===== src/rtl/spx_pkg.sv =====
// Register map, field layout and reset values of the synthesizer and aux output bank
package spx_pkg;
  localparam int SPX_ADDR_W = 15;
  localparam int SPX_FRAME_BITS = 24;
  localparam int SPX_LANES = 8;
  // Register addresses
  localparam logic [14:0] SPX_ADDR_FIRST_SECOND_DIV = 15'h003D;
  localparam logic [14:0] SPX_ADDR_THIRD_DIV = 15'h003E;
  localparam logic [14:0] SPX_ADDR_OSC_BIAS = 15'h003F;
  localparam logic [14:0] SPX_ADDR_PREEMPH = 15'h0048;
  localparam logic [14:0] SPX_ADDR_TRIG_CTRL = 15'h0057;
  localparam logic [14:0] SPX_ADDR_PIN_OVR = 15'h0058;
  // Reset values
  localparam logic [7:0] SPX_RST_FIRST_SECOND_DIV = 8'h00;
  localparam logic [7:0] SPX_RST_THIRD_DIV = 8'h20;
  localparam logic [7:0] SPX_RST_OSC_BIAS = 8'h4F;
  localparam logic [7:0] SPX_RST_PREEMPH = 8'h00;
  localparam logic [7:0] SPX_RST_TRIG_CTRL = 8'h00;
  localparam logic [7:0] SPX_RST_PIN_OVR = 8'h00;
  // Writable field masks; reserved bits read as zero
  localparam logic [7:0] SPX_MASK_FIRST_SECOND_DIV = 8'h0F;
  localparam logic [7:0] SPX_MASK_THIRD_DIV = 8'h3F;
  localparam logic [7:0] SPX_MASK_OSC_BIAS = 8'h7F;
  localparam logic [7:0] SPX_MASK_PREEMPH = 8'h0F;
  localparam logic [7:0] SPX_MASK_TRIG_CTRL = 8'h87;
  localparam logic [7:0] SPX_MASK_PIN_OVR = 8'hBF;
  // Field positions
  localparam int SPX_FIRST_DIV_LSB = 0;
  localparam int SPX_SECOND_DIV_LSB = 2;
  localparam int SPX_TRIG_EN_BIT = 7;
  localparam int SPX_TRIG_FN_LSB = 0;
  localparam int SPX_OVR_EN_BIT = 7;
  localparam int SPX_REF_D_LSB = 4;
  localparam int SPX_REF_C_LSB = 2;
  localparam int SPX_OVR_SE_BIT = 1;
  localparam int SPX_OVR_PLL_EN_BIT = 0;
  // Decoded ratios at reset
  localparam logic [2:0] SPX_RST_FIRST_RATIO = 3'h5;
  localparam logic [2:0] SPX_RST_SECOND_RATIO = 3'h1;
  localparam logic [5:0] SPX_RST_THIRD_RATIO = 6'h20;
  // Aux output function codes
  localparam logic [2:0] SPX_AUX_UI16 = 3'h0;
  localparam logic [2:0] SPX_AUX_UI32 = 3'h1;
  localparam logic [2:0] SPX_AUX_UI64 = 3'h2;
  localparam logic [2:0] SPX_AUX_TSTAMP = 3'h3;
  typedef enum logic [2:0] {
    SPX_SPI_IDLE = 3'b001,
    SPX_SPI_SHIFT = 3'b010,
    SPX_SPI_DONE = 3'b100
  } spx_spi_state_t;
endpackage : spx_pkg


===== src/rtl/spx_serial_port.sv =====
// Serial control port: 24-bit frames of read flag, 15-bit address and 8-bit data
`timescale 1ns/1ns
module spx_serial_port
  import spx_pkg::*;
(
  // Clock and reset
  input wire logic clk_sys,
  input wire logic srst,
  // Serial pins, sampled synchronously
  input wire logic spi_sclk,
  input wire logic spi_cs_n,
  input wire logic spi_sdi,
  output logic spi_sdo,
  output logic spi_sdo_oe,
  // Register side
  output logic [14:0] reg_addr,
  output logic [7:0] wr_data,
  output logic wr_pulse,
  input wire logic [7:0] rd_data
);
  spx_spi_state_t state;
  logic sclk_q;
  logic [4:0] bit_cnt;
  logic [23:0] shift_in;
  logic [7:0] shift_out;
  logic is_read;
  wire sclk_rise = spi_sclk & ~sclk_q;
  wire sclk_fall = ~spi_sclk & sclk_q;
  wire [23:0] next_shift = {shift_in[22:0], spi_sdi};
  wire addr_done = sclk_rise && bit_cnt == 5'd15;
  wire frame_done = sclk_rise && bit_cnt == 5'(SPX_FRAME_BITS - 1);

  always_ff @(posedge clk_sys) begin
    sclk_q <= spi_sclk;
    wr_pulse <= 1'b0;
    if (srst || spi_cs_n) begin
      state <= SPX_SPI_IDLE;
      bit_cnt <= 5'h00;
      shift_in <= 24'h000000;
      spi_sdo_oe <= 1'b0;
      if (srst) begin
        reg_addr <= 15'h0000;
        wr_data <= 8'h00;
        shift_out <= 8'h00;
        spi_sdo <= 1'b0;
        is_read <= 1'b0;
      end
    end else begin
      case (state)
        SPX_SPI_IDLE: begin
          state <= SPX_SPI_SHIFT;
        end
        SPX_SPI_SHIFT: begin
          if (sclk_rise) begin
            shift_in <= next_shift;
            bit_cnt <= bit_cnt + 5'd1;
          end
          if (addr_done) begin
            reg_addr <= next_shift[14:0];
            is_read <= next_shift[15];
          end
          // Read data is loaded one cycle after the address settles
          if (bit_cnt == 5'd16 && !sclk_rise && !sclk_fall && spi_sdo_oe == 1'b0 && is_read) begin
            shift_out <= rd_data;
          end
          if (sclk_fall && bit_cnt >= 5'd16 && is_read) begin
            spi_sdo <= shift_out[7];
            shift_out <= {shift_out[6:0], 1'b0};
            spi_sdo_oe <= 1'b1;
          end
          if (frame_done) begin
            wr_data <= next_shift[7:0];
            wr_pulse <= ~is_read;
            state <= SPX_SPI_DONE;
          end
        end
        SPX_SPI_DONE: begin
          // Extra clocks after a full frame are ignored until chip select rises
          state <= SPX_SPI_DONE;
        end
        default: begin
          state <= SPX_SPI_IDLE;
        end
      endcase
    end
  end
endmodule : spx_serial_port


===== src/rtl/spx_synth_cfg.sv =====
// Synthesizer divider, bias, pre-emphasis, aux trigger and pin-override register bank
//
// Contract
// (RULE1) Second divider code in bits 3:2: 1, 2, 4, reserved.
// (RULE2) First divider code in bits 1:0: 5, 4, 3, reserved; feeds second.
// (RULE3) Host puts synthesizer in reset before changing any feedback divider.
// (RULE4) Third divider bits 5:0 is the ratio, 1 to 63, reset 0x20.
// (RULE5) Host writes bias 0x4A when synthesizer used, not reset 0x4F.
// (RULE6) One 4-bit pre-emphasis setting drives all eight lanes together.
// (RULE7) Trigger control bit 7 enables aux output; disabled at reset.
// (RULE8) Function bits 2:0: 16, 32, 64 UI clock, timestamp; 4-7 reserved.
// (RULE9) Host changes aux function only while aux output is disabled.
// (RULE10) Function codes 2 or less stop briefly on serializer re-initialization.
// (RULE11) Host writes reset values into every reserved field.
// (RULE12) Override bit 7 selects pins when 0, register values when 1.
// (RULE13) Reference output codes: off, ref div 1, div 2, div 4.
// (RULE14) Every read/write field reads back last written or reset value.
`timescale 1ns/1ns
module spx_synth_cfg
  import spx_pkg::*;
#(
  parameter int LANES = SPX_LANES
) (
  // Clock and reset
  input wire logic clk_sys,
  input wire logic srst,
  // Serial control port
  input wire logic spi_sclk,
  input wire logic spi_cs_n,
  input wire logic spi_sdi,
  output logic spi_sdo,
  output logic spi_sdo_oe,
  // Synthesizer control
  input wire logic synth_loop_reset,
  output logic [2:0] first_div_ratio,
  output logic [2:0] second_div_ratio,
  output logic [5:0] third_div_ratio,
  output logic [6:0] oscillator_bias_level,
  // Serial lanes
  output logic [LANES-1:0][3:0] lane_preemphasis,
  // Aux trigger output
  input wire logic ser_ui_tick,
  input wire logic serializer_reinit,
  input wire logic timestamp_input,
  output logic aux_trigger_output,
  // Pin override
  input wire logic pin_synth_enable,
  input wire logic pin_ref_select_se,
  input wire logic [1:0] pin_clk_cfg,
  input wire logic ref_tick,
  output logic synth_enable,
  output logic ref_select_se,
  output logic ref_out_c,
  output logic ref_out_d
);
  logic [14:0] reg_addr;
  logic [7:0] wr_data;
  logic wr_pulse;
  logic [7:0] rd_data;
  logic [7:0] r_div12;
  logic [7:0] r_div3;
  logic [7:0] r_bias;
  logic [7:0] r_pe;
  logic [7:0] r_trig;
  logic [7:0] r_ovr;
  logic [4:0] aux_cnt;
  logic [2:0] ref_cnt;

  function automatic logic [7:0] wr_val(input logic [14:0] a, input logic [7:0] m,
                                        input logic [7:0] cur);
    wr_val = (wr_pulse && reg_addr == a) ? (wr_data & m) : cur; // see (RULE14)
  endfunction : wr_val

  // Half period minus one, in UI ticks
  function automatic logic [4:0] aux_half(input logic [2:0] fn);
    case (fn)
      SPX_AUX_UI16: aux_half = 5'd7;
      SPX_AUX_UI32: aux_half = 5'd15;
      default: aux_half = 5'd31;
    endcase
  endfunction : aux_half

  // Divide-by-1/2/4 picks a bit of the reference tick counter
  function automatic logic ref_wave(input logic [1:0] fn, input logic [2:0] cnt);
    case (fn)
      2'h1: ref_wave = cnt[0];
      2'h2: ref_wave = cnt[1];
      2'h3: ref_wave = cnt[2];
      default: ref_wave = 1'b0;
    endcase
  endfunction : ref_wave

  spx_serial_port spx_serial_port_i (
    .clk_sys(clk_sys),
    .srst(srst),
    .spi_sclk(spi_sclk),
    .spi_cs_n(spi_cs_n),
    .spi_sdi(spi_sdi),
    .spi_sdo(spi_sdo),
    .spi_sdo_oe(spi_sdo_oe),
    .reg_addr(reg_addr),
    .wr_data(wr_data),
    .wr_pulse(wr_pulse),
    .rd_data(rd_data)
  );

  // Read mux; unmapped addresses read zero
  assign rd_data = (reg_addr == SPX_ADDR_FIRST_SECOND_DIV) ? r_div12 :
                   (reg_addr == SPX_ADDR_THIRD_DIV) ? r_div3 :
                   (reg_addr == SPX_ADDR_OSC_BIAS) ? r_bias :
                   (reg_addr == SPX_ADDR_PREEMPH) ? r_pe :
                   (reg_addr == SPX_ADDR_TRIG_CTRL) ? r_trig :
                   (reg_addr == SPX_ADDR_PIN_OVR) ? r_ovr : 8'h00; // see (RULE14)

  // Masks drop reserved bits so they always read their reset value of zero
  always_ff @(posedge clk_sys) begin
    if (srst) begin
      r_div12 <= SPX_RST_FIRST_SECOND_DIV;
      r_div3 <= SPX_RST_THIRD_DIV; // see (RULE4)
      r_bias <= SPX_RST_OSC_BIAS;
      r_pe <= SPX_RST_PREEMPH;
      r_trig <= SPX_RST_TRIG_CTRL; // see (RULE7)
      r_ovr <= SPX_RST_PIN_OVR;
    end else begin
      r_div12 <= wr_val(SPX_ADDR_FIRST_SECOND_DIV, SPX_MASK_FIRST_SECOND_DIV, r_div12);
      r_div3 <= wr_val(SPX_ADDR_THIRD_DIV, SPX_MASK_THIRD_DIV, r_div3);
      r_bias <= wr_val(SPX_ADDR_OSC_BIAS, SPX_MASK_OSC_BIAS, r_bias);
      r_pe <= wr_val(SPX_ADDR_PREEMPH, SPX_MASK_PREEMPH, r_pe);
      r_trig <= wr_val(SPX_ADDR_TRIG_CTRL, SPX_MASK_TRIG_CTRL, r_trig);
      r_ovr <= wr_val(SPX_ADDR_PIN_OVR, SPX_MASK_PIN_OVR, r_ovr);
    end
  end

  // Divider decoding
  wire [1:0] first_code = r_div12[SPX_FIRST_DIV_LSB +: 2];
  wire [1:0] second_code = r_div12[SPX_SECOND_DIV_LSB +: 2];
  wire [2:0] next_first = (first_code == 2'h3) ? first_div_ratio :
                          3'(3'd5 - {1'b0, first_code}); // see (RULE2)
  wire [2:0] next_second = (second_code == 2'h3) ? second_div_ratio :
                           3'(3'd1 << second_code); // see (RULE1)
  wire [5:0] next_third = (r_div3[5:0] == 6'h00) ? third_div_ratio : r_div3[5:0]; // see (RULE4)

  // Ratios reach the loop only while it is held in reset, so a divider never
  // steps under a running loop; reserved codes keep the last good ratio
  always_ff @(posedge clk_sys) begin
    if (srst) begin
      first_div_ratio <= SPX_RST_FIRST_RATIO;
      second_div_ratio <= SPX_RST_SECOND_RATIO;
      third_div_ratio <= SPX_RST_THIRD_RATIO;
    end else if (synth_loop_reset) begin // see (RULE3)
      first_div_ratio <= next_first;
      second_div_ratio <= next_second;
      third_div_ratio <= next_third;
    end
  end

  // Bias is passed as written; choosing the working value is software's job
  always_ff @(posedge clk_sys) begin
    if (srst) begin
      oscillator_bias_level <= SPX_RST_OSC_BIAS[6:0];
    end else begin
      oscillator_bias_level <= r_bias[6:0]; // see (RULE5)
    end
  end

  genvar gl;
  generate
    for (gl = 0; gl < LANES; gl++) begin : g_lane
      always_ff @(posedge clk_sys) begin
        if (srst) begin
          lane_preemphasis[gl] <= SPX_RST_PREEMPH[3:0];
        end else begin
          lane_preemphasis[gl] <= r_pe[3:0]; // see (RULE6)
        end
      end
    end
  endgenerate

  // Aux trigger output
  wire aux_en = r_trig[SPX_TRIG_EN_BIT];
  wire [2:0] aux_fn = r_trig[SPX_TRIG_FN_LSB +: 3];
  wire aux_ser_mode = aux_fn <= SPX_AUX_UI64;
  wire aux_wrap = ser_ui_tick && aux_cnt == aux_half(aux_fn);
  // Reserved function codes hold the output low; switching the code while enabled
  // may leave one odd-length half period
  wire next_aux = !aux_en ? 1'b0 : // see (RULE7)
                  (aux_fn == SPX_AUX_TSTAMP) ? timestamp_input : // see (RULE8)
                  !aux_ser_mode ? 1'b0 :
                  serializer_reinit ? 1'b0 : // see (RULE10)
                  aux_wrap ? ~aux_trigger_output : aux_trigger_output;

  always_ff @(posedge clk_sys) begin
    if (srst || !aux_en || serializer_reinit) begin
      aux_cnt <= 5'h00;
    end else if (ser_ui_tick) begin
      aux_cnt <= aux_wrap ? 5'h00 : aux_cnt + 5'd1; // see (RULE8)
    end
  end

  always_ff @(posedge clk_sys) begin
    if (srst) begin
      aux_trigger_output <= 1'b0;
    end else begin
      aux_trigger_output <= next_aux;
    end
  end

  // Pin override; with pins in charge the two config pins give the function code
  wire ovr_en = r_ovr[SPX_OVR_EN_BIT];
  wire [1:0] c_fn = ovr_en ? r_ovr[SPX_REF_C_LSB +: 2] : pin_clk_cfg; // see (RULE12)
  wire [1:0] d_fn = ovr_en ? r_ovr[SPX_REF_D_LSB +: 2] : pin_clk_cfg;
  wire next_c = ref_wave(c_fn, ref_cnt); // see (RULE13)
  // Output d needs output c to be running as well
  wire next_d = (c_fn != 2'h0) ? ref_wave(d_fn, ref_cnt) : 1'b0; // see (RULE13)

  always_ff @(posedge clk_sys) begin
    if (srst) begin
      ref_cnt <= 3'h0;
    end else if (ref_tick) begin
      ref_cnt <= ref_cnt + 3'd1;
    end
  end

  always_ff @(posedge clk_sys) begin
    if (srst) begin
      synth_enable <= 1'b0;
      ref_select_se <= 1'b0;
      ref_out_c <= 1'b0;
      ref_out_d <= 1'b0;
    end else begin
      synth_enable <= ovr_en ? r_ovr[SPX_OVR_PLL_EN_BIT] : pin_synth_enable; // see (RULE12)
      ref_select_se <= ovr_en ? r_ovr[SPX_OVR_SE_BIT] : pin_ref_select_se; // see (RULE12)
      ref_out_c <= next_c;
      ref_out_d <= next_d;
    end
  end
endmodule : spx_synth_cfg


===== config.mk =====
export PLATFORM = sky130hd
export DESIGN_NAME = spx_synth_cfg
export DESIGN_NICKNAME = d
export VERILOG_FILES = /design/src/rtl/spx_pkg.sv /design/src/rtl/spx_serial_port.sv /design/src/rtl/spx_synth_cfg.sv
export SDC_FILE = /design/constraint.sdc
export NUM_CORES = 1
export LEC_CHECK = 0
export BUFFER_PORTS_ARGS = -buffer_cell sky130_fd_sc_hd__buf_4
export CAP_MARGIN = 10
export CORE_ASPECT_RATIO = 0.75
export CORE_MARGIN = 1
export CORE_UTILIZATION = 35
export DETAILED_ROUTE_END_ITERATION = 16
export HOLD_SLACK_MARGIN = 0.03
export PLACE_DENSITY = 0.59
export SETUP_SLACK_MARGIN = 0.5
export SYNTH_ARGS = -nofsm -noshare
export SYNTH_HDL_FRONTEND = slang
export SYNTH_HIERARCHICAL = 1
export SYNTH_SLANG_ARGS = --single-unit

===== constraint.sdc =====
create_clock -name clk_sys -period 3.15 [get_ports clk_sys]
set_clock_uncertainty 0.15 [all_clocks]
set_input_delay 0.63 -clock clk_sys [delete_from_list [all_inputs] [get_ports clk_sys]]
set_output_delay 0.63 -clock clk_sys [all_outputs]
set_load 0.01 [all_outputs]

Word level (Yosys, flattened, before mapping)
Cells that the tools add are included.

Register bits after elaboration: 127. Logic and storage cells: 156. Input port bits: 14. Output and inout bits: 58.

Multiplexer cells: 39. $lt $le $gt $ge: 2. Add/sub/neg operators: 4. Bitwise logic cells: 14. Shift-type cells: 1. Equality and inequality tests: 26. Reduce and logical (&&, ||, !) cells: 41.

Operator list (number): 2-to-1 mux 8 bit (14); 2-to-1 mux 15 bit (4); equality test 15 x 6 -> 1 bit, second input constant (3); equality test 15 x 7 -> 1 bit, second input constant (3); logical AND 1 bit (15); 2-to-1 mux 1 bit (13); equality test 2 bit, second input constant (6); inverter 1 bit (12); AND reduction 3 bit (4); adder 5 x 1 -> 5 bit, second input constant (2); equality test 5 bit, second input constant (2); one-hot mux 5 bit (2 select lines) (1); AND reduction 2 bit (5); nonzero test 2 bit (5); one-hot mux 3 bit (3 select lines) (1); equality test 3 x 1 -> 1 bit, second input constant (2); equality test 3 x 2 -> 1 bit, second input constant (2); zero test 6 bit (1); one-hot mux 1 bit (3 select lines) (2); equality test 5 x 4 -> 1 bit, second input constant (1); equality test 5 bit (1); >= comparator 5 bit, second input constant (1); 2-to-1 mux 5 bit (1); equality test 2 x 1 -> 1 bit, second input constant (2); 17 further kinds (24).

Depth between registers and ports, before layout
Gate-level depths: netlist of the first run.

Word-level depth: 11. Depth in mapped cells: 8. Mapped depth without buffers: 7.

By module
Netlist of the first run, hierarchy kept.

Modules (own cells, without submodules): spx_synth_cfg (seq. area each 1361.3 µm², cells an instance 337, instances 1, area an instance 3186.8 µm²); spx_serial_port (seq. area each 1511.4 µm², cells an instance 194, instances 1, area an instance 2313.5 µm²).

Worst setup path after synthesis of the first run
Ideal clock, no wire load.

Kind: register to register. Start: register spx_serial_port_i.reg_addr[9]. End: register spx_serial_port_i.shift_out[3], data pin. Data required time: 2853 ps. Setup time: 147 ps. Stages on the path, launching flop included: 8. Path slack: 924 ps. Arrival: 1929 ps. Buffers on the path: 0. Period minus slack after synthesis: 2226 ps. Cells stage by stage: edfxtp_1 or4b_4 nor4_2 and3b_1 a211oi_1 a221oi_1 nand2_1 a21oi_1.

Word-level cells in the longest chain between the ends: 11. Elaborated cells between the ends (all ways): 16. Those cells by class: eq/ne: 6; mux: 10.

RTL lines: start: declaration (line spx_serial_port.sv:16) `output logic [14:0] reg_addr,`; start signal: assignment (line spx_serial_port.sv:59) `reg_addr <= next_shift[14:0];`; equality test 15 x 7 -> 1 bit (line spx_synth_cfg.sv:113) `(reg_addr == SPX_ADDR_PIN_OVR) ? r_ovr : 8'h00;`; 2-to-1 mux 8 bit (line spx_synth_cfg.sv:113); 2-to-1 mux 8 bit (line spx_synth_cfg.sv:112) `(reg_addr == SPX_ADDR_TRIG_CTRL) ? r_trig :`; 2-to-1 mux 8 bit (line spx_synth_cfg.sv:111) `(reg_addr == SPX_ADDR_PREEMPH) ? r_pe :`; 2-to-1 mux 8 bit (line spx_synth_cfg.sv:110) `(reg_addr == SPX_ADDR_OSC_BIAS) ? r_bias :`; 2-to-1 mux 8 bit (line spx_synth_cfg.sv:109) `(reg_addr == SPX_ADDR_THIRD_DIV) ? r_div3 :`; 2-to-1 mux 8 bit * (line spx_synth_cfg.sv:108) `assign rd_data = (reg_addr == SPX_ADDR_FIRST_SECOND_DIV) ? r_div12 :`; via rd_data[3] (line spx_synth_cfg.sv:59) `logic [7:0] rd_data;`; 2-to-1 mux 8 bit * (line spx_serial_port.sv:63) `if (bit_cnt == 5'd16 && !sclk_rise && !sclk_fall && spi_sdo_oe == 1'b0 && is_read) begin`; 2-to-1 mux 8 bit * (line spx_serial_port.sv:66) `if (sclk_fall && bit_cnt >= 5'd16 && is_read) begin`; 2-to-1 mux 8 bit * (line spx_serial_port.sv:49) `case (state)`; 2-to-1 mux 8 bit * (line spx_serial_port.sv:36) `if (srst || spi_cs_n) begin`; end signal: assignment (line spx_serial_port.sv:64) `shift_out <= rd_data;`; end signal: assignment (line spx_serial_port.sv:68) `shift_out <= {shift_out[6:0], 1'b0};`; end: declaration (line spx_serial_port.sv:25) `logic [7:0] shift_out;`.

The timed path passes the listed nets; every way through them passes the cells marked *. The select of a mux whose other input is x is not followed. A chain may end at the register's enable or synchronous reset.

Worst setup path after layout of the first run
Start: register spx_serial_port_i.reg_addr[12]. End: register spx_serial_port_i.shift_out[1], data pin.

Same word-level chain as after synthesis.

==> run_results.csv, run 1 <==
group,metric,value,unit
run_status,outcome,"finished, final reports clean",
critical_path,cpPeakStageDelay,0.45,ns
critical_path,cp_max_fo,8,
sta,hold_viol_final,0,
floorplanning,die_area,16200,um^2
floorplanning,die_h,111,um
cells_and_area,multi_input_area,2220,um^2
detailed_routing,drc,0,
detailed_routing,vias_per_cell,4.95,
global_route,antenna_found_initial,0,
clock_tree,clock-sinks,127,
global_route,grt_use_total,15.5,%
placement,gp_congestion,0.874,
clock_tree,insertion_delay,0.41,ns
floorplanning,dieWidth,147,um
sta,clock.fmax,0.403,GHz
logic_synthesis,ys_ff_latch,127,
cells_and_area,syn_to_final_growth,19.9,%
clock_tree,clk_path_buf_depth,2,
power,power_frac_comb,3.4,%
power,p_per_area,570,nW/um^2
global_route,grt-ovfl-total,0,
critical_path,crit_chain,"or3b_1 > or2_1 > nor3_4 > a22oi_1 > o31ai_1 > nand2_1 > a21oi_1",
worst_hold_path,hold_path.class,"input pin to flip-flop",
cells_and_area,fillers,1436,
floorplanning,core-area,15300,um^2
floorplanning,start_util,36.0,%
logic_synthesis,yosysWarningCount,6,
cells_and_area,postLayoutCoreUtil,43.2,%
clock_tree,htree_num_levels,4,
logic_synthesis,syn_inst,531,
cells_and_area,nNetsFinal,594,
sta,final.setup.worst_slack,0.666,ns
sta,slew_viol_final,0,
logic_synthesis,synth.distinct_cells,66,
logic_synthesis,syn-num-nets,550,
global_route,grt_pass1_wl,19400,um
power,netSwitchingPower,775,uW
sta,final.setup.tns,0,ns
sta,worst_pin_slew,0.854,ns
cells_and_area,regArea,2870,um^2
job,max_cap_violations,0,
cells_and_area,drive_above_1_share,22.0,%
global_route,grt_pass1_vias,3745,
critical_path,critPathKind,"flip-flop to flip-flop",
logic_synthesis,avgSynthCellArea,10.4,um^2
logic_synthesis,synthArstFlopShare,0,%
critical_path,worst_setup_path_end_kind,"flip-flop",
floorplanning,num_rows,39,
floorplanning,ios,72,
placement,dpl.hpwl,8600,um
logic_synthesis,synth_edf_count,33,
cells_and_area,insertedDiodeCount,0,
power,power.share.clock,50.6,%
critical_path,cp_slowest_cell,"or3b_1",
detailed_routing,drt_iter0_markers,283,
detailed_routing,first_pass_iters,5,
placement,pre_cts_ws,0.533,ns
sta,finalSetupViolations,0,
power,pwr-share-seq,46.0,%
detailed_routing,wire_per_inst,15.2,um
power,peakVddDrop,0.341,mV
clock_tree,path_clk_slew,0.06,ns
clock_tree,cts_tree,"done",
critical_path,crit_buf_inv,0,
detailed_routing,routed_wl,12100,um
sta,rsz0062_at_grt,"no",
logic_synthesis,synth.cell_area,5500,um^2
power,p_leak,0.00274,uW
power,p_int,2990,uW
clock_tree,numCtsBuffers,17,
critical_path,start_kind,"flip-flop",
critical_path,cpLargestDelayFamily,"simple AND/OR/NAND/NOR gates",
sta,fin_crit_sh,78.9,%
critical_path,cp.arrival,2.59,ns
placement,port_buffers,71,
clock_tree,cts_root_buffer,"clkbuf_16",
detailed_routing,dr_total_vias,3921,
detailed_routing,ant_nets,0,
sta,relSlewSlack,42.9,%
logic_synthesis,seq_area_frac_synth,52.2,%
logic_synthesis,yosys_most_used_dff,"dfxtp_1",
sta,period_minus_slack,2.48,ns
critical_path,worstPathRequired,3.25,ns
global_route,grt_max_degree,70,
power,netSwitchingFraction,20.6,%
-- cells in the mapped netlist (3+ instances only) --
cell | number | area [um^2]
a211oi_1 | 3 | 22.5
a21o_1 | 3 | 22.5
a21oi_1 | 29 | 145
a22oi_1 | 8 | 60.1
and2_1 | 4 | 25.0
and3_1 | 5 | 31.3
buf_4 | 31 | 233
clkbuf_1 | 17 | 63.8
dfxtp_1 | 94 | 1880
edfxtp_1 | 33 | 991
ha_1 | 5 | 62.6
inv_1 | 24 | 90.1
mux2_1 | 3 | 33.8
mux2_2 | 6 | 67.6
mux2i_1 | 40 | 400
nand2_1 | 45 | 169
nand2b_1 | 9 | 56.3
nand3_1 | 8 | 40.0
nand4_1 | 6 | 37.5
nand4b_1 | 5 | 43.8
nor2_1 | 47 | 176
nor2b_1 | 17 | 106
nor3_1 | 3 | 15.0
nor3b_1 | 4 | 30.0
nor4_1 | 3 | 18.8
o211ai_1 | 3 | 22.5
o21ai_0 | 6 | 30.0
o31ai_1 | 7 | 52.6
or2_2 | 6 | 37.5
or3b_1 | 3 | 26.3
or4_1 | 5 | 37.5
xor2_1 | 6 | 52.6
-- repair_timing --
action / in CTS / in global routing
setup endpoints to repair: 0 / 5
gates resized for setup: 0 / 1
setup buffers: 0 / 3
hold buffers: 0 / 0
-- cells in the final DEF (no fill, tap or decap), types with 4 or more instances in the layout --
master     count
inv_1         24
and3_1         5
nand4_1        6
a22oi_1        8
nand3_1        8
ha_1           5
or2_2          6
nand2b_1       9
mux2i_1       40
a21oi_1       29
or4_1          5
clkbuf_16     18
buf_4         76
clkbuf_8       5
edfxtp_1      33
nand4b_1       5
o31ai_1        7
dfxtp_1       94
nor2_1        47
o21ai_0        6
nor3b_1        4
mux2_2         6
nor2b_1       17
and2_1         4
nand2_1       45
xor2_1         6
-- layer usage --
layer	track usage, %	up-vias	wire [um]
met1	21.6	1864	6040
met2	22.2	106	5120
met4	6.81	0	153
met3	4.13	15	764
li1	-	1936	-
met5	0	-	0
-- final timing paths --
kind,start,to,slack [ns],depth (start not counted)
worst max-delay path,spx_serial_port_i/reg_addr[12],spx_serial_port_i/shift_out[1],0.67,7
worst min register to register,third_div_ratio[4],third_div_ratio[4],0.31,2
worst min-delay path,spi_sclk,spx_serial_port_i/sclk_q,0.21,1
worst max register to register,spx_serial_port_i/reg_addr[12],spx_serial_port_i/shift_out[1],0.67,7
-- through the flow --
stage / std cells / power, uW / hold WS [ns] / instance area (um^2)
after floorplan: 531 / 1830 / 0.271 / 5500
after global placement: 758 / 1880 / 0.300 / 5980
after detailed placement: 758 / 1890 / 0.305 / 5980
after CTS: 789 / 3800 / 0.188 / 6560
after global routing: 792 / 3890 / 0.190 / 6590
final: 792 / 3760 / 0.209 / 6590
-- flip-flops by register name, indices dropped and copies added, names as in the netlist, 4 cells and up --
register and flops:
r_pe 4, r_trig 4, spx_serial_port_i/shift_out 8, spx_serial_port_i/reg_addr 15, r_div3 6, r_ovr 7
spx_serial_port_i/wr_data 8, r_bias 7, oscillator_bias_level 7, spx_serial_port_i/bit_cnt 5, aux_cnt 5, lane_preemphasis 4
spx_serial_port_i/shift_in 15, r_div12 4, third_div_ratio 6
-- worst register-to-register path: cells and delay by family, from the launching register on --
family             cells  cell delay, ns
AOI/OAI and AO/OA      3            0.55
DFF                    1            0.41
and+or+nand+nor        4            1.21
-- layout make-up --
type / count / area share [%]
repair buffers: 76 / 8.65
flip-flops and latches: 127 / 43.6
well taps: 205 / 3.89
clock buffers: 26 / 8.05
clock inverters: 5 / 0.797
inverters: 24 / 1.37
multi-input cells: 329 / 33.7
-- power groups by stage --
stage	clock network, uW	logic [uW]	registers (uW)
floorplan	0	79.8	1750
global placement	0	120	1760
detailed placement	0	123	1770
CTS	1940	124	1730
global route	2020	141	1730
finish	1900	129	1730
-- logic make-up after synthesis --
logic type               Yosys count  share of synthesized area, %
multiplexers                      49                          9.12
AO/OA/AOI/OAI                     78                          9.53
buffers and inverters             75                          7.53
AND/OR/NAND/NOR                  190                          19.3
adder cells (fa/ha/maj)            5                          1.14
flip-flops                       127                          52.2
XOR/XNOR                           7                          1.11
(Power assumes the default switching activity.)
==> run 2, diff against run 1 <==
- PLACE_DENSITY: 0.59 -> 0.61
- clock period: 3.15 -> 2.24 ns (I/O delays scaled with it)
==> run_results.csv, run 2 (synthesis results as in run 1) <==
group,metric,value,unit
placement,gp_congestion,0.831,
clock_tree,clock-sinks,127,
worst_hold_path,hold_path.class,"input pin to flip-flop",
critical_path,critPathKind,"flip-flop to flip-flop",
sta,rsz0062_at_grt,"yes",
floorplanning,die_h,111,um
cells_and_area,mostFrequentLayoutCells,"buf_4 (94), dfxtp_1 (87), nor2_1 (46), nand2_1 (42), mux2i_1 (40)",
clock_tree,numCtsBuffers,17,
sta,worst_pin_slew,0.454,ns
cells_and_area,final_area,7100,um^2
clock_tree,cts_root_buffer,"clkbuf_16",
global_route,grt_pass1_vias,4054,
critical_path,cpPeakStageDelay,0.61,ns
placement,port_buffers,71,
placement,dpl.hpwl,9100,um
critical_path,cp_slowest_cell,"or4b_4",
cells_and_area,nNetsFinal,625,
placement,placed_cells,779,
critical_path,r2r-start,"spx_serial_port_i/reg_addr[11]",
critical_path,worst_setup_path_end_kind,"flip-flop",
sta,slew_viol_final,0,
clock_tree,clk_path_buf_depth,2,
cells_and_area,fillers,1439,
detailed_routing,ant_nets,0,
cells_and_area,reg.largest.list,"spx_serial_port_i/reg_addr x15, spx_serial_port_i/shift_in x15",
cells_and_area,finalNonFillerCells,824,
run_status,violations,"setup timing",
clock_tree,htree_num_levels,4,
sta,hold_viol_final,0,
sta,final.setup.worst_slack,-0.0832,ns
worst_hold_path,holdPathStages,3,
critical_path,start_kind,"flip-flop",
worst_hold_path,min_to,"synth_enable",
cells_and_area,syn_to_final_growth,29.1,%
global_route,antenna_found_initial,0,
critical_path,worstPathRequired,2.36,ns
detailed_routing,drt_iter0_markers,252,
clock_tree,path_clk_slew,0.06,ns
cells_and_area,insertedDiodeCount,0,
detailed_routing,drc,0,
critical_path,cp_max_fo,4,
floorplanning,ios,72,
cells_and_area,final_common_cell,"buf_4",
floorplanning,num_rows,39,
clock_tree,cts_tree,"done",
detailed_routing,routed_wl,13200,um
critical_path,rr_endpoint,"spx_serial_port_i/shift_out[2]",
sta,period_minus_slack,2.32,ns
critical_path,r2r_slack,-0.08,ns
critical_path,cpLargestDelayFamily,"simple AND/OR/NAND/NOR gates",
critical_path,crit_chain,"or4b_4 > nor4_4 > and3b_2 > buf_6 > a22oi_1 > o31ai_1 > nand2_1 > a21oi_2",
cells_and_area,postLayoutCoreUtil,46.5,%
floorplanning,dieWidth,147,um
floorplanning,core-area,15300,um^2
clock_tree,insertion_delay,0.42,ns
placement,post_dp_cell_area,6240,um^2
cells_and_area,drive_above_1_share,32.5,%
critical_path,reg2reg_depth,8,
detailed_routing,wire_per_inst,16.0,um
global_route,grt_pass1_wl,21100,um
worst_hold_path,hold_start,"pin_synth_enable",
detailed_routing,dr_total_vias,4103,
sta,relSlewSlack,69.6,%
sta,finalSetupViolations,4,
power,peakVddDrop,0.544,mV
critical_path,crit_buf_inv,1,
detailed_routing,first_pass_iters,5,
global_route,grt_use_total,16.9,%
power,p_per_area,757,nW/um^2
sta,clock.fmax,0.430,GHz
critical_path,cp.arrival,2.44,ns
job,max_cap_violations,0,
run_status,outcome,"finished with violations",
sta,fin_crit_sh,104,%
global_route,grt_max_degree,59,
global_route,grt-ovfl-total,0,
power,p_leak,0.00296,uW
detailed_routing,vias_per_cell,4.98,
floorplanning,start_util,36.0,%
floorplanning,die_area,16200,um^2
==> run 2: stage by stage <==
stage	total power (uW)	setup slack [ns]	hold slack (ns)	TNS, ns
6_report	5380	-0.0832	0.115	-0.277
5_1_grt	5550	-0.179	0.126	-1.08
4_1_cts	5410	-0.0772	0.104	-0.141
3_5_place_dp	2680	-0.0770	0.306	-0.143
3_3_place_gp	2670	-0.00822	0.294	-0.00822
2_1_floorplan	2590	0.0366	0.273	0
==> run 2: worst reg2reg max path, delay by kind of cell, from the launching register on <==
| kind | cells | cell delay [ns] |
|---|---|---|
| buffers and inverters | 1 | 0.12 |
| DFF | 1 | 0.37 |
| AOI/OAI and AO/OA | 3 | 0.31 |
| and+or+nand+nor | 4 | 1.22 |
==> run 2: power by group <==
group	total (uW)	switching [uW]	leakage [uW]	internal, uW
registers	2420	34.8	0.00110	2390
logic	223	124	0.00157	99.6
clock network	2730	1040	0.000294	1690
total	5380	1190	0.00296	4180
==> run 2: final cells by class <==
cell class	instances	area, um^2	area share [%]
Sequential cell	127	2890	40.7
Multi-Input combinational cell	330	2400	33.8
Timing Repair Buffer	106	866	12.2
Clock buffer	21	493	6.94
Tap cell	205	256	3.61
Clock inverter	11	103	1.44
Inverter	24	90.1	1.27
==> run 2: worst max path at each step <==
| stage | from | end | slack [ns] | cells past startpoint |
|---|---|---|---|---|
| 4_1_cts | spx_serial_port_i/reg_addr[11] | spx_serial_port_i/shift_out[3] | -0.08 | 7 |
| 3_5_place_dp | spx_serial_port_i/reg_addr[9] | spx_serial_port_i/shift_out[3] | -0.08 | 7 |
| 3_3_place_gp | spx_serial_port_i/reg_addr[9] | spx_serial_port_i/shift_out[3] | -0.008 | 7 |
| 5_1_grt | spx_serial_port_i/reg_addr[11] | spx_serial_port_i/shift_out[2] | -0.18 | 8 |
| 2_1_floorplan | spx_serial_port_i/reg_addr[9] | spx_serial_port_i/shift_out[3] | 0.04 | 7 |
| 6_report | spx_serial_port_i/reg_addr[11] | spx_serial_port_i/shift_out[2] | -0.08 | 8 |
==> run 2: what timing repair did <==
| item | CTS | global route |
|---|---|---|
| endpoints found under the setup margin | 90 | 76 |
| pin swaps | 12 | 20 |
| hold endpoints to repair | 1 | 0 |
| gates resized for setup | 19 | 23 |
| cloned | 1 | 0 |
| buffers inserted | 9 | 2 |
| hold buffers | 1 | 0 |
==> run 2: layer usage <==
| layer | global-route usage (%) | wire (um) | up-vias |
|---|---|---|---|
| li1 | - | - | 2005 |
| met5 | 0 | 0 | - |
| met4 | 5.28 | 140 | 0 |
| met2 | 26.2 | 6230 | 101 |
| met3 | 4.63 | 688 | 13 |
| met1 | 22.7 | 6140 | 1984 |
